--- config.mk ---
export PLATFORM = sky130hd
export DESIGN_NAME = ps_cfg_slave
export DESIGN_NICKNAME = d
export VERILOG_FILES = /design/src/logic/ps_cfg_pkg.sv /design/src/logic/ps_cfg_slave.sv
export SDC_FILE = /design/constraint.sdc
export NUM_CORES = 1
export LEC_CHECK = 0
export CAP_MARGIN = 20
export CORE_MARGIN = 2
export CORE_UTILIZATION = 26
export DETAILED_ROUTE_END_ITERATION = 10
export DONT_BUFFER_PORTS = 1
export GPL_TIMING_DRIVEN = 0
export MAX_ROUTING_LAYER = met4
export SLEW_MARGIN = 20
export SYNTH_ARGS = -nofsm -noshare
export SYNTH_HDL_FRONTEND = slang
export SYNTH_SLANG_ARGS = --single-unit
--- constraint.sdc ---
create_clock -name clk -period 3.7 [get_ports clk]
set_clock_uncertainty 0.2 [all_clocks]
set_input_delay 0.185 -clock clk [delete_from_list [all_inputs] [get_ports clk]]
set_output_delay 0.185 -clock clk [all_outputs]
set_load 0.05 [all_outputs]
--- src/logic/ps_cfg_pkg.sv ---
package ps_cfg_pkg;
    // power-on reset: 100 ms nominal, 10 ns clock
    localparam int POR_MS = 100;
    localparam int POR_CYCLES = POR_MS * 100_000;
    // internal init oscillator 10 MHz, from the 100 MHz clock
    localparam int CLK_MHZ = 100;
    localparam int OSC_MHZ = 10;
    localparam int OSC_DIV = CLK_MHZ / OSC_MHZ;
    // start-up clock cycles needed after load-complete rises
    localparam int INIT_CYCLES = 299;
    // auto-restart reset time-out, at most 40 us, rounded down
    localparam int RESTART_US = 40;
    localparam int RESTART_CYCLES = RESTART_US * CLK_MHZ;
    // bit of the first frame that enables the init-complete pin
    localparam int FRAME_BITS = 32;
    localparam int INIT_EN_BIT = 0;
    // reset values
    localparam logic [31:0] CNT_RST = 32'h0;

    typedef enum logic [2:0] {
        ST_POR, ST_RESET, ST_CONFIG, ST_INIT, ST_USER, ST_ERROR
    } cfg_state_t;

    // open-drain pins as seen by the device
    typedef struct packed {
        logic status_oe;
        logic done_oe;
        logic init_oe;
    } od_drive_t;
endpackage

--- src/logic/ps_cfg_slave.sv ---
// How it works
// [RULE_01] during power-on reset hold status and load-complete low, I/O high-Z
// [RULE_02] after 100 ms power-on reset release status; configure once it is high
// [RULE_03] weak pull-ups on before and during configuration, off in user mode; the code also keeps them off during power-on reset
// [RULE_04] memory holds status low during its own power-on reset
// [RULE_05] memory power-on delay is 100 ms or 2 ms by its delay select
// [RULE_06] rising config-request starts reset, configuration, initialization in order
// [RULE_07] stay in reset while config-request or status is low
// [RULE_08] config-request high leaves reset and releases status
// [RULE_09] memory drives load clock and shifts bits after status rises
// [RULE_10] sample each data bit on the rising edge of the load clock
// [RULE_11] release load-complete after all data without error; init starts
// [RULE_12] memory stops when load-complete high, resumes when it goes low
// [RULE_13] default init clocked by internal 10 MHz oscillator, self supplied
// [RULE_14] with start-up clock option, 299 cycles needed before user mode
// [RULE_15] user mode waits for start-up clocks; they do not affect configuration
// [RULE_16] init-complete driven low after first frame if enabled, released at end
// [RULE_17] unchained devices sync by start-up clock, never forcing load-complete
// [RULE_18] chained devices start init together on the shared load-complete rise
// [RULE_19] start-up clock keeps toggling while status low, at most 40 us
// [RULE_20] memory drives load clock low and data high at the end
// [RULE_21] external party pulls config-request low at least 2 us to reconfigure
// [RULE_22] falling config-request pulls status and load-complete low, I/O high-Z
// [RULE_23] reconfiguration begins once config-request high and status released
// [RULE_24] on error drive status low; auto-restart releases within 40 us
module ps_cfg_slave #(
    // power-on length in clk cycles; the default is the full 100 ms,
    // a bench may shorten it because ten million cycles is too long to run
    parameter int POR_LEN = ps_cfg_pkg::POR_CYCLES
) (
    // clock and reset
    input wire logic clk,
    input wire logic sys_rst,
    // configuration pins, asynchronous
    input wire logic cfg_req_n,
    input wire logic status_in,
    input wire logic done_in,
    input wire logic load_clk,
    input wire logic serial_load_input,
    input wire logic usr_clk,
    // options and stream checks
    input wire logic usr_clk_en,
    input wire logic auto_restart,
    input wire logic [31:0] stream_bits,
    input wire logic crc_err,
    // open-drain drives, enable high means pulling low
    output ps_cfg_pkg::od_drive_t od_q,
    // user I/O control
    output logic io_hiz_q,
    output logic io_pullup_q,
    output logic user_mode_q,
    // received data
    output logic bit_valid_q,
    output logic bit_data_q
);
    import ps_cfg_pkg::*;

    logic [1:0] s_req, s_st, s_dn, s_lc, s_dat, s_uc;
    logic lc_d1_q, uc_d1_q, req_d1_q, dn_d1_q;
    logic lc_rise, uc_rise, dn_rise, req_fall;
    cfg_state_t st_q, st_d;
    logic [31:0] cnt_q, cnt_d, bits_q, bits_d;
    logic [8:0] ic_q, ic_d;
    logic init_en_q, init_en_d;
    od_drive_t od_d;
    logic hiz_d, pu_d, um_d, bv_d, bd_d;

    // two-flop synchronisers; only the second stage is read
    always_ff @(posedge clk) begin
        s_req <= {s_req[0], cfg_req_n};
        s_st <= {s_st[0], status_in};
        s_dn <= {s_dn[0], done_in};
        s_lc <= {s_lc[0], load_clk};
        s_dat <= {s_dat[0], serial_load_input};
        s_uc <= {s_uc[0], usr_clk};
        lc_d1_q <= s_lc[1];
        uc_d1_q <= s_uc[1];
        req_d1_q <= s_req[1];
        dn_d1_q <= s_dn[1];
    end

    assign lc_rise = s_lc[1] & ~lc_d1_q;
    assign uc_rise = s_uc[1] & ~uc_d1_q;
    assign dn_rise = s_dn[1] & ~dn_d1_q;
    assign req_fall = ~s_req[1] & req_d1_q;

    // sequencer; counter reused for por, oscillator and time-out
    always_comb begin
        st_d = st_q;
        cnt_d = cnt_q;
        bits_d = bits_q;
        ic_d = ic_q;
        init_en_d = init_en_q;
        bv_d = 1'b0;
        bd_d = bit_data_q;
        unique case (st_q)
            ST_POR: begin
                cnt_d = cnt_q + 32'h1;
                if (cnt_q == 32'(POR_LEN - 1)) begin // [RULE_02]
                    st_d = ST_RESET;
                end
            end
            ST_RESET: begin
                bits_d = CNT_RST;
                ic_d = '0;
                cnt_d = CNT_RST;
                init_en_d = 1'b0;
                // wait on both lines; status may be held by the memory
                if (s_req[1] && s_st[1]) begin // [RULE_07] [RULE_23]
                    st_d = ST_CONFIG; // [RULE_06]
                end
            end
            ST_CONFIG: begin
                // user clock edges are ignored here
                if (lc_rise) begin // [RULE_10] [RULE_15]
                    bv_d = 1'b1;
                    bd_d = s_dat[1];
                    bits_d = bits_q + 32'h1;
                    if (bits_q == 32'(INIT_EN_BIT)) begin
                        init_en_d = s_dat[1];
                    end
                end
                if (crc_err) begin
                    st_d = ST_ERROR; // [RULE_24]
                    cnt_d = CNT_RST;
                end else if (bits_q == stream_bits) begin
                    st_d = ST_INIT; // [RULE_11]
                    cnt_d = CNT_RST;
                end
            end
            ST_INIT: begin
                // wait for the shared line to rise before counting
                if (s_dn[1]) begin // [RULE_18]
                    if (usr_clk_en) begin
                        if (uc_rise) begin // [RULE_14]
                            ic_d = ic_q + 9'h1;
                        end
                    end else begin
                        cnt_d = cnt_q + 32'h1;
                        if (cnt_q == 32'(OSC_DIV - 1)) begin // [RULE_13]
                            cnt_d = CNT_RST;
                            ic_d = ic_q + 9'h1;
                        end
                    end
                end
                if (ic_q == 9'(INIT_CYCLES)) begin // [RULE_15]
                    st_d = ST_USER;
                end
            end
            ST_USER: begin
            end
            ST_ERROR: begin
                cnt_d = cnt_q + 32'h1;
                if (auto_restart &&
                    cnt_q == 32'(RESTART_CYCLES - 1)) begin // [RULE_24]
                    st_d = ST_RESET;
                end
            end
        endcase
        // falling request wins everywhere except power-on
        if (st_q != ST_POR && (req_fall || !s_req[1])) begin // [RULE_22]
            st_d = ST_RESET;
        end
    end

    // pin drives follow the next state so outputs stay registered
    always_comb begin
        od_d.status_oe = (st_d == ST_POR) || (st_d == ST_ERROR)
            || (st_d == ST_RESET && !s_req[1]); // [RULE_01] [RULE_08]
        od_d.done_oe = (st_d == ST_POR) || (st_d == ST_RESET)
            || (st_d == ST_CONFIG) || (st_d == ST_ERROR); // [RULE_11]
        od_d.init_oe = init_en_d
            && (st_d == ST_CONFIG || st_d == ST_INIT)
            && bits_d > 32'(FRAME_BITS - 1); // [RULE_16]
        hiz_d = (st_d != ST_USER); // [RULE_22]
        pu_d = (st_d != ST_USER) && (st_d != ST_POR); // [RULE_03]
        um_d = (st_d == ST_USER);
    end

    // state registers
    always_ff @(posedge clk) begin
        if (sys_rst) begin
            st_q <= ST_POR;
            cnt_q <= CNT_RST;
            bits_q <= CNT_RST;
            ic_q <= '0;
            init_en_q <= 1'b0;
            od_q <= '{status_oe: 1'b1, done_oe: 1'b1, init_oe: 1'b0};
            io_hiz_q <= 1'b1;
            io_pullup_q <= 1'b0;
            user_mode_q <= 1'b0;
            bit_valid_q <= 1'b0;
            bit_data_q <= 1'b0;
        end else begin
            st_q <= st_d;
            cnt_q <= cnt_d;
            bits_q <= bits_d;
            ic_q <= ic_d;
            init_en_q <= init_en_d;
            od_q <= od_d;
            io_hiz_q <= hiz_d;
            io_pullup_q <= pu_d;
            user_mode_q <= um_d;
            bit_valid_q <= bv_d;
            bit_data_q <= bd_d;
        end
    end

    // checks
    AST_POR_HOLD: assert property (@(posedge clk) disable iff (sys_rst)
        st_q == ST_POR |-> od_q.status_oe && od_q.done_oe && io_hiz_q
            && !io_pullup_q) // [RULE_01]
        else $error("por drive wrong");
    AST_RESET_HOLD: assert property (@(posedge clk) disable iff (sys_rst)
        st_q == ST_RESET && !s_st[1] |=> st_q != ST_CONFIG) // [RULE_07]
        else $error("left reset with status low");
    AST_RELEASE: assert property (@(posedge clk) disable iff (sys_rst)
        st_q == ST_RESET && s_req[1] |=> !od_q.status_oe) // [RULE_08]
        else $error("status not released");
    AST_SAMPLE: assert property (@(posedge clk) disable iff (sys_rst)
        st_q == ST_CONFIG && lc_rise && s_req[1] && !req_fall
            |=> bit_valid_q && bit_data_q == $past(s_dat[1])) // [RULE_10]
        else $error("bit not sampled");
    AST_DONE: assert property (@(posedge clk) disable iff (sys_rst)
        st_q == ST_INIT |-> !od_q.done_oe) // [RULE_11]
        else $error("load-complete held in init");
    AST_USER_PU: assert property (@(posedge clk) disable iff (sys_rst)
        user_mode_q |-> !io_pullup_q && !io_hiz_q) // [RULE_03]
        else $error("pull-ups in user mode");
    AST_INIT_COUNT: assert property (@(posedge clk) disable iff (sys_rst)
        $rose(user_mode_q) |-> $past(ic_q) == 9'(INIT_CYCLES)) // [RULE_14]
        else $error("user mode before init count");
    AST_REQ_FALL: assert property (@(posedge clk) disable iff (sys_rst)
        req_fall && st_q != ST_POR |=> od_q.status_oe && od_q.done_oe
            && io_hiz_q) // [RULE_22]
        else $error("request fall not honoured");
    AST_ERR: assert property (@(posedge clk) disable iff (sys_rst)
        st_q == ST_CONFIG && crc_err && s_req[1] |=> od_q.status_oe)
        // [RULE_24]
        else $error("error did not pull status");
    // status goes free on the very edge that ends power-on
    AST_POR_END: assert property (@(posedge clk) disable iff (sys_rst)
        st_q == ST_POR && cnt_q == 32'(POR_LEN - 1) && s_req[1]
            |=> !od_q.status_oe) // [RULE_02]
        else $error("status kept after power-on");
    // start-up clock edges in configuration must leave the init count alone
    AST_IC_IDLE: assert property (@(posedge clk) disable iff (sys_rst)
        st_q == ST_CONFIG |-> ic_q == 9'h0) // [RULE_15]
        else $error("init count moved in configuration");
    // init-complete is never pulled once user mode is reached
    AST_INIT_PIN: assert property (@(posedge clk) disable iff (sys_rst)
        user_mode_q |-> !od_q.init_oe) // [RULE_16]
        else $error("init-complete held in user mode");
    // auto-restart frees status when the time-out runs out
    AST_RESTART: assert property (@(posedge clk) disable iff (sys_rst)
        st_q == ST_ERROR && auto_restart && s_req[1]
            && cnt_q == 32'(RESTART_CYCLES - 1)
            |=> st_q == ST_RESET && !od_q.status_oe) // [RULE_24]
        else $error("restart did not free status");
    COV_USER: cover property (@(posedge clk) $rose(user_mode_q));
    COV_USRCLK: cover property (@(posedge clk)
        $rose(user_mode_q) && usr_clk_en);
    COV_RESTART: cover property (@(posedge clk)
        st_q == ST_ERROR ##1 st_q == ST_RESET);
    COV_ERR: cover property (@(posedge clk) st_q == ST_ERROR);
    COV_RECFG: cover property (@(posedge clk) user_mode_q && req_fall);
endmodule

* Word level (Yosys, flattened, before mapping) *
Cells that the tools add are included.
W data, S select, Z words.

cells by class
  add/subtract/negate cells = 3
  order comparisons = 1
  eq/ne operators = 20
  muxes and demuxes = 25
  bitwise logic cells = 7
  reduce and logical (&&, ||, !) cells = 27

operators by type and width
  cell                     number
  $mux W32                 6
  $pmux W32 S4             1
  $add A32 B1 Y32 const B  2
  $pmux W32 S2             1
  $mux W9                  4
  $eq A32 B12 Y1 const B   1
  $eq A32 B24 Y1 const B   1
  $eq A32 B32 Y1           1
  $eq A32 B4 Y1 const B    1
  $gt A32 B5 Y1 const B    1
  $logic_not A32 Y1        1
  $mux W3                  7
  $pmux W9 S2              1
  $pmux W3 S5              1
  $eq A3 B2 Y1 const B     4
  $ne A3 B3 Y1 const B     4
  $add A9 B1 Y9 const B    1
  $eq A3 B3 Y1 const B     3
  $eq A9 B9 Y1 const B     1
  $reduce_and A4 Y1        2
  $logic_and A1 B1 Y1      7
  $logic_or A1 B1 Y1       7
  $eq A3 B1 Y1 const B     2
  $logic_not A3 Y1         2
  other kinds (11)         21

word-level totals
  register bits after elaboration = 100
  input port bits = 43
  output and inout port bits = 8
  word-level logic and storage cells = 105

* Logic depth before layout (Yosys ltp) *
Gate-level depths: netlist of run 1.

  depth in word-level cells = 9
  gate-level depth with buffers = 11
  gate-level depth less buffers = 10

* Least setup slack after synthesis of run 1 *
No wires, ideal clock.

  path type = reg2reg
  start point = reg st_q[0]
  end point = reg od_q[0] (netlist name)
  library setup time = 127 ps
  arrival = 2363 ps
  data required time = 3373 ps
  path slack = 1010 ps
  stages on the path, launching flop included = 11
  buffers on the path = 2
  period minus slack after synthesis = 2690 ps
  cell sequence = dfxtp_1 > buf_6 > or3b_1 > buf_6 > nor4_4 > nand3_1 > mux2i_1 > nor4_1 > nand4_1 > nor4bb_1 > a21oi_1

on the way
  cells in the longest elaborated chain, start to end = 8

ends and longest elaborated chain
  what                                                   RTL line             RTL
  from (decl)                                            ps_cfg_slave.sv:61   cfg_state_t st_q, st_d;
  from (signal assigned)                                 ps_cfg_slave.sv:195  st_q <= st_d;
  branches (longest 7 deep; another with $gt A32 B5 Y1)  --
  $logic_and A1 B1 Y1 *                                  ps_cfg_slave.sv:174  && bits_d > 32'(FRAME_BITS - 1);
  to (signal assigned)                                   ps_cfg_slave.sv:188  od_q <= '{status_oe: 1'b1, done_oe: 1'b1, init_oe: 1'b0};
  to (decl)                                              ps_cfg_slave.sv:47   output ps_cfg_pkg::od_drive_t od_q,

Every way passes the cells marked *.
A chain may end at the register's enable or synchronous reset.

* Final worst setup path of run 1 *
  start point = reg bits_q[15]
  end point = reg cnt_q[27]

on the way
  cells in the longest elaborated chain, start to end = 3

ends and longest elaborated chain
  what                         RTL line             RTL
  from (decl)                  ps_cfg_slave.sv:62   logic [31:0] cnt_q, cnt_d, bits_q, bits_d;
  from (signal assigned)       ps_cfg_slave.sv:197  bits_q <= bits_d;
  $eq A32 B32 Y1               ps_cfg_slave.sv:126  end else if (bits_q == stream_bits) begin
  $ne A3 B3 Y1 (no line)       --
  $reduce_and A4 Y1 (no line)  --
  to (signal assigned)         ps_cfg_slave.sv:196  cnt_q <= cnt_d;
  to (decl)                    ps_cfg_slave.sv:62

No other way between the ends.

==> flow_summary.toml, run 1 <==
[status]
outcome = "finished clean"

[logic_synthesis]
ys_types = 61
syn_inst = 662
synth_area_per_cell_um2 = 8.104
yosysSeqAreaShare_pct = 36.94
netlist_area_um2 = 5365
synth_area_leaders = "dfxtp_1, xnor2_1, nor2_1, xor2_1, nand3_1"
synth-edff-count = 0
synthArstFlopShare_pct = 0
synth_top_cells_by_count = "dfxtp_1, nor2_1, nand3_1"
netlist.top_cell.by_area = "dfxtp_1"
syn_nets = 710
synth.most_common_cell = "dfxtp_1"
synth-seq-cells = 99
synth_top_area_share_pct = 36.94
yosys_most_used_dff = "dfxtp_1"
yosysWarnings = 0

[detailed_routing]
drc = 0
wl_per_cell_um = 15.01
vias = 4753
wl_mm = 14.34
first_pass_iters = 5
ant_nets = 0
drt-initial-drc-count = 263
vias_per_cell = 4.977

[setup_path]
critPathLaunchType = "flip-flop"
critPathLaunch = "bits_q[15]"
timing.rr.start = "bits_q[15]"
cp_max_fo = 10
path_class = "reg -> reg"
critPathCapture = "cnt_q[27]"
worstReg2RegEnd = "cnt_q[27]"
r2r_slack_ns = 0.25
worst_ep_arrival_time_ns = 3.53
critPathRequiredTime_ns = 3.79
cp-end-kind = "flip-flop"
r2r_cells = 9

[placed_design]
dp_slack_ns = 0.3068
port_buffers = 0
gp_congestion = 0.8826
placedInstanceArea_um2 = 5703
hpwlAfterDp_mm = 10.52

[floorplanning]
start_util_pct = 26.51
die_area_um2 = 21800
ios = 51
rows = 52
core_um2 = 20230
die_y_um = 147.7
die_w_um = 147.7

[clock_tree]
path_clk_slew_ns = 0.07
cts.sinks = 99
cts_buffers = 9
clk_path_buf_depth = 2
cts_setup_buffers = 0
cts_tree = "built"
post_cts_resized = 0
clock_latency_ns = 0.36
cts_htree_levels = 3
cts_root_buffer = "clkbuf_16"
hold_buffers = 7

[sta]
setup_ws_ns = 0.2535
worst_pin_slew_ns = 0.8445
whs_ns = 0.03429
fin_setup_tns_ns = 0
post-route-min-period_ns = 3.447
finalSetupViolations = 0
finalHoldViolations = 0
grt_setup_unrepaired = "false"
drv_slew = 0
period_share_pct = 93.15
fmaxAchievable_ghz = 0.2901
max-slew-margin-rel_pct = 43.49

[layout]
n_antenna_cell = 0
final_nets = 728
nFillCells = 2139
drive_gt1_share_pct = 7.445
syn2layout_area_growth_pct = 13.13
stdcell_area_um2 = 6070

[global_routing]
grt_usage_pct = 14.09
grt_pass1_wl_mm = 23.74
grt_max_degree = 16
grt_antenna_before_repair = 0
overflow = 0
grt_pass1_vias = 4655

[hold_path]
hp-class = "in -> reg"

[power]
finalPower_mw = 2.106
cellPowerDensity_nw_per_um2 = 347.0
leakage_nw = 2.097
ir_drop_uv = 223.6

[run]
cap_violations = 0
-- per-layer routing --
layer / part of all wire [%] / global-route usage (%) / vias to the layer above
met5: 0 / - / -
met4: 2.1 / 4.567 / 0
met3: 7.4 / 3.889 / 27
met2: 46 / 22.14 / 126
met1: 44 / 17.56 / 2236
li1: - / - / 2364
-- placed cells by master (no fill, tap or decap), types with 3 or more instances in the layout --
master and count:
and2_1 8, ha_1 5, xor2_1 31, dlygate4sd3_1 7, nor4_1 14, or3_1 12
a22oi_1 3, nor2_1 87, a21oi_1 32, dfxtp_1 99, nand4b_1 4, buf_6 6
nand2_1 46, nor3_1 13, mux2_2 4, nor2b_1 8, o211ai_1 4, inv_1 17
buf_4 6, nand4_1 37, mux2i_1 4, clkbuf_1 29, and3_1 24, clkbuf_16 9
o21a_1 8, buf_2 4, nand3_1 49, o21ai_0 17, xnor2_1 39, nand2b_1 5
or2_2 3, and4_1 5
-- cells by family (layout without fill, tap and decap cells) --
logic type      count (synthesis)  count (layout)  synth area share, %
flops                          99              99                36.94
compound gates                 89              89                10.84
buf+inv                        61              84                5.620
mux                             8               8                1.586
simple gates                  330             330                32.42
xor+xnor                       70              70                11.43
fa+ha+maj                       5               5                1.166
-- sequential cells by signal (all words and copies together), names as in the netlist --
name	flops
cnt_q	32
s_dat	2
ic_q	9
st_q	3
user_mode_q	1
io_hiz_q	1
s_req	2
s_lc	2
bits_q	32
s_st	2
lc_d1_q	1
s_dn	2
s_uc	2
bit_valid_q	1
io_pullup_q	1
bit_data_q	1
od_q	3
init_en_q	1
uc_d1_q	1
-- metrics by stage --
stage / utilization (%) / std cells
after floorplan: - / 662
after global placement: 28.18 / 932
after detailed placement: 28.18 / 932
after CTS: 30.00 / 955
after global routing: 30.00 / 955
final: 30.00 / 955
-- worst min path at each step --
stage | from | endpoint | depth (start not counted) | slack [ns]
after detailed placement | usr_clk | s_uc[0] | 0 | 0.01
after floorplan | serial_load_input | s_dat[0] | 0 | 0.01
after global placement | done_in | s_dn[0] | 0 | 0.01
after CTS | crc_err | od_q[0] | 3 | 0.02
final | crc_err | od_q[0] | 3 | 0.03
after global routing | crc_err | od_q[0] | 3 | 0.07
-- layout make-up --
cell class              instances  area [µm²]  area share (%)
plain buffers                  44       237.7           3.917
clock buffers                  12       246.5           4.061
clock inverters                 4       50.05          0.8246
inverters                      17       63.81           1.051
multi-input cells             502        3082           50.77
flip-flops and latches         99        1982           32.65
well taps                     270       337.8           5.566
repair buffers                  7       70.07           1.154
-- power by group --
part	total, mW	switching, mW	internal (mW)
registers	1.08	0.00755	1.08
logic	0.0593	0.0327	0.0266
clock network	0.963	0.421	0.542
total	2.11	0.461	1.65
-- critical path: stages (launching register included) --
cell	delay (ns)
dfxtp_1	0.33
buf_6	0.14
xnor2_1	0.33
nand4_1	0.25
nor4_1	0.34
nand2_1	0.22
a31oi_2	0.58
nand3_1	0.42
or3_1	0.42
a21oi_1	0.13
Power figures use the tool's default switching activity.
==> run 2: changes to the inputs <==
--- a/config.mk
+++ b/config.mk
@@ -6,6 +6,7 @@
 export NUM_CORES = 1
 export LEC_CHECK = 0
 export CAP_MARGIN = 20
+export CORE_ASPECT_RATIO = 2
 export CORE_MARGIN = 2
 export CORE_UTILIZATION = 26
 export DETAILED_ROUTE_END_ITERATION = 10
==> run 2 against run 1 <==
- first-iteration DRC count shrank 21%
- die area up 0.32%
- final cell count decreased by 0.21%
- cell area grew 0.35%
- worst setup slack improved by 0.019 ns
- fmax rose by 0.57%
- worst hold slack got worse by 0.0045 ns
- global-route usage up 1.0 points
==> flow_summary.toml, run 2 (same netlist as run 1, synthesis figures left out) <==
[sta]
finalHoldViolations = 0
max-slew-margin-rel_pct = 51.05
period_share_pct = 92.62
drv_slew = 0
worst_pin_slew_ns = 0.7315
post-route-min-period_ns = 3.427
fin_setup_tns_ns = 0
grt_setup_unrepaired = "false"
finalSetupViolations = 0
fmaxAchievable_ghz = 0.2918

[clock_tree]
clk_path_buf_depth = 2
cts_tree = "built"
cts_setup_buffers = 0
cts_htree_levels = 3
cts_buffers = 9
cts.sinks = 99
cts_root_buffer = "clkbuf_16"
clock_latency_ns = 0.36
path_clk_slew_ns = 0.07

[placed_design]
placedInstanceArea_um2 = 5698
place_inst = 928
hpwlAfterDp_mm = 12.10
port_buffers = 0
gp_congestion = 0.9026

[setup_path]
cp_slowest_cell = "nor4_4"
max_stage_delay_ns = 0.63
critPathLaunchType = "flip-flop"
path_class = "reg -> reg"
worst_ep_arrival_time_ns = 3.46
cp_cell_sequence = "buf_6, or3b_1, buf_6, nor4_4, nand3_1, mux2i_1, nor4_1, nand4_1, nor4bb_1, a21oi_1"
critPathRequiredTime_ns = 3.73
cp_max_fo = 10
crit_top_cell = "buf_6"
r2r_cells = 10
cp-end-kind = "flip-flop"

[floorplanning]
start_util_pct = 26.34
ios = 51
die_area_um2 = 21870
die_y_um = 207.2
rows = 74
core_um2 = 20370
die_w_um = 105.6

[power]
cellPowerDensity_nw_per_um2 = 348.4
finalPower_mw = 2.122
ir_drop_uv = 181.0
leakage_nw = 2.116

[run]
cap_violations = 0

[layout]
nFillCells = 2225
fin_cells = 953
final_cell_mix = "dfxtp_1, nor2_1, nand3_1"
layout_commonest_cell = "dfxtp_1"
reg_top3 = "bits_q x32, cnt_q x32, ic_q x9"
syn2layout_area_growth_pct = 13.53
drive_gt1_share_pct = 7.726
final_nets = 729
stdcell_area_um2 = 6091

[global_routing]
grt_usage_pct = 15.11
overflow = 0
grt_pass1_vias = 4713
grt_antenna_before_repair = 1
grt_max_degree = 17
grt_pass1_wl_mm = 24.90

[detailed_routing]
wl_mm = 15.82
drc = 0
drt-initial-drc-count = 208
vias_per_cell = 4.999
first_pass_iters = 7
vias = 4764
ant_nets = 0
wl_per_cell_um = 16.60

[hold_path]
hold_depth = 3
hp-class = "in -> reg"

[status]
outcome = "finished clean"
[run 2: changes by cell type in the layout (fill, tap and decap cells not counted), sizes merged]
cell | previous run | this run
inv | 17 | 18
clkinvlp | 2 | 0
dlygate4sd3 | 7 | 8
clkinv | 1 | 4
clkbuf | 39 | 37
diode | 0 | 1
[run 2: area by class of cell]
| type | instances | area, µm² | area share, % |
|---|---|---|---|
| Multi-Input combinational cell | 502 | 3090 | 50.74 |
| Timing Repair Buffer | 8 | 80.08 | 1.315 |
| Buffer | 44 | 237.7 | 3.903 |
| Inverter | 17 | 63.81 | 1.048 |
| Sequential cell | 99 | 1982 | 32.54 |
| Antenna cell | 1 | 2.502 | 0.04108 |
| Clock buffer | 10 | 239.0 | 3.924 |
| Clock inverter | 6 | 62.56 | 1.027 |
| Tap cell | 266 | 332.8 | 5.464 |
[run 2: layer usage]
metal / track usage [%] / wire length (µm) / share of wire (%)
met4: 9.755 / 877 / 5.5
met2: 27.65 / 8682 / 55
met1: 14.18 / 5633 / 36
met5: - / 0 / 0
met3: 2.612 / 627 / 4.0
[run 2: critical path: cells and delay by family, from the launching register on]
kind | cells | cell delay, ns
flops | 1 | 0.31
simple gates | 6 | 2.19
mux | 1 | 0.19
compound gates | 1 | 0.12
buf+inv | 2 | 0.29
[run 2: worst paths after layout]
check	endpoint	startpoint	slack, ns
max	od_q[0]	st_q[0]	0.27
min	ic_q[0]	usr_clk_en	0.03
max reg2reg	od_q[0]	st_q[0]	0.27
min reg2reg	s_dn[1]	s_dn[0]	0.13
[run 2: what timing repair did]
| item | CTS | global route |
|---|---|---|
| endpoints found under the setup margin | 0 | 1 |
| gates resized for setup | 0 | 1 |
| hold buffers | 8 | 0 |
| endpoints found under the hold margin | 12 | 0 |
[run 2: stage by stage]
stage	utilization (%)	hold WS (ns)	setup slack [ns]
after detailed placement	27.97	0.01275	0.1733
after CTS	29.85	0.02819	0.1463
after global placement	27.97	0.01277	0.1597
after global routing	29.90	0.07321	0.1239
after floorplan	-	0.01272	1.010
final	29.90	0.02978	0.2730
[run 2: where the power goes]
part / leakage [nW] / total [mW] / internal [mW] / switching (mW)
registers: 0.803 / 1.08 / 1.08 / 0.00801
clock network: 0.153 / 0.977 / 0.543 / 0.433
logic: 1.16 / 0.0616 / 0.0272 / 0.0344
==> run 3: changes to the inputs <==
--- a/config.mk
+++ b/config.mk
@@ -6,6 +6,8 @@
 export NUM_CORES = 1
 export LEC_CHECK = 0
 export CAP_MARGIN = 20
+export CELL_PAD_IN_SITES_DETAIL_PLACEMENT = 1
+export CELL_PAD_IN_SITES_GLOBAL_PLACEMENT = 2
 export CORE_ASPECT_RATIO = 2
 export CORE_MARGIN = 2
 export CORE_UTILIZATION = 26
@@ -13,6 +15,7 @@
 export DONT_BUFFER_PORTS = 1
 export GPL_TIMING_DRIVEN = 0
 export MAX_ROUTING_LAYER = met4
+export PLACE_DENSITY_LB_ADDON = 0.1
 export SLEW_MARGIN = 20
 export SYNTH_ARGS = -nofsm -noshare
 export SYNTH_HDL_FRONTEND = slang
==> run 3 against run 2 <==
- final cell count is 0.10% lower
- die area stayed put
- register-to-register slack better by 0.03 ns
- total power is 1.4% lower
- sequential power barely moved
- fmax is 0.78% higher
- utilization is 0.13 points lower
==> flow_summary.toml, run 3 (same netlist as run 1, synthesis figures left out) <==
[floorplanning]
rows = 74
die_area_um2 = 21870
core_um2 = 20370
start_util_pct = 26.34
ios = 51
die_w_um = 105.6
die_y_um = 207.2

[layout]
final_util_pct = 29.77
stdcell_area_um2 = 6065
layout_commonest_cell = "dfxtp_1"
fin_cells = 952
syn2layout_area_growth_pct = 13.04
final_nets = 728
reg_top3 = "bits_q x32, cnt_q x32, ic_q x9"
final_cell_mix = "dfxtp_1, nor2_1, nand3_1"
drive_gt1_share_pct = 8.029

[global_routing]
grt_pass1_vias = 5157
grt_pass1_wl_mm = 30.35
grt_antenna_before_repair = 1
grt_usage_pct = 19.07
overflow = 0
grt_max_degree = 19

[setup_path]
path_delay_family = "simple AND/OR/NAND/NOR gates"
critPathLaunch = "bits_q[27]"
critPathRequiredTime_ns = 3.73
crit_top_cell = "clkbuf_1"
path_class = "reg -> reg"
cp-end-kind = "flip-flop"
cp_cell_sequence = "clkbuf_1, xnor2_1, nand4_1, nor4_1, nand2_1, a31oi_4, a31o_2, clkbuf_1, nor2_1"
cp_max_fo = 10
worst_ep_arrival_time_ns = 3.43
cp_slowest_cell = "clkbuf_1"
max_stage_delay_ns = 0.53
timing.rr.start = "bits_q[27]"
critPathLaunchType = "flip-flop"
cp_num_buf_inv = 2

[sta]
finalSetupViolations = 0
whs_ns = 0.02119
fmaxAchievable_ghz = 0.2941
post-route-min-period_ns = 3.400
drv_slew = 0
setup_ws_ns = 0.2996
max-slew-margin-rel_pct = 39.26
period_share_pct = 91.90
worst_pin_slew_ns = 0.9077
finalHoldViolations = 0
fin_setup_tns_ns = 0
grt_setup_unrepaired = "false"

[run]
cap_violations = 0

[placed_design]
dp_slack_ns = 0.04045
placedInstanceArea_um2 = 5698
gp_congestion = 0.8271
port_buffers = 0
hpwlAfterDp_mm = 15.66
place_inst = 928

[detailed_routing]
drt-initial-drc-count = 153
wl_per_cell_um = 20.52
drc = 0
ant_nets = 0
first_pass_iters = 4
vias_per_cell = 5.103
wl_mm = 19.54
vias = 4858

[clock_tree]
clock_latency_ns = 0.37
cts_htree_levels = 3
cts_root_buffer = "clkbuf_16"
cts.sinks = 99
path_clk_slew_ns = 0.08
cts_tree = "built"
clk_path_buf_depth = 2
cts_buffers = 9

[power]
leakage_nw = 2.106
cellPowerDensity_nw_per_um2 = 345.0
finalPower_mw = 2.092
ir_drop_uv = 243.0

[hold_path]
hp-class = "in -> reg"
hp-start = "crc_err"

[status]
outcome = "finished clean"
-- run 3: cell types whose count changed in the layout (fill, tap and decap cells not counted) --
cell           change
clkbuf_8           -1
clkbuf_2           +2
clkinv_4           +1
clkinv_2           -2
inv_6              +3
clkbuf_1           -2
dlygate4sd3_1      -1
bufinv_16          -1
-- run 3: what timing repair did --
| item | CTS | global route |
|---|---|---|
| buffers inserted | 0 | 0 |
| resized for setup | 0 | 5 |
| hold buffers | 7 | 0 |
| endpoints found under the hold margin | 12 | 0 |
| setup endpoints to repair | 0 | 31 |
-- run 3: power by group --
part | internal [mW] | switching (mW)
clock | 0.468 | 0.478
sequential | 1.08 | 0.00717
combinational | 0.0267 | 0.0366
-- run 3: cell type report --
type	count	area, µm²
Buffer	44	240.2
Sequential cell	99	1982
Fill cell	2476	14310
Clock inverter	7	57.56
Tap cell	266	332.8
Antenna cell	1	2.502
Multi-Input combinational cell	502	3090
Inverter	17	63.81
Clock buffer	9	225.2
Timing Repair Buffer	7	70.07
-- run 3: worst register-to-register path, cell delays in order (launching register included) --
cell	delay (ns)
dfxtp_1	0.31
clkbuf_1	0.36
xnor2_1	0.17
nand4_1	0.20
nor4_1	0.40
nand2_1	0.25
a31oi_4	0.43
a31o_2	0.30
clkbuf_1	0.53
nor2_1	0.12
-- run 3: metal layers --
metal	global-route usage, %	part of all wire (%)
met5	-	0
met1	16.26	33
met2	38.55	60
met4	8.938	3.8
met3	3.084	2.8
-- run 3: final timing paths --
path	endpoint	slack, ns	cells after the start
max reg2reg	cnt_q[8]	0.30	9
min	od_q[0]	0.02	3
min reg2reg	s_uc[1]	0.13	0
max	cnt_q[8]	0.30	9
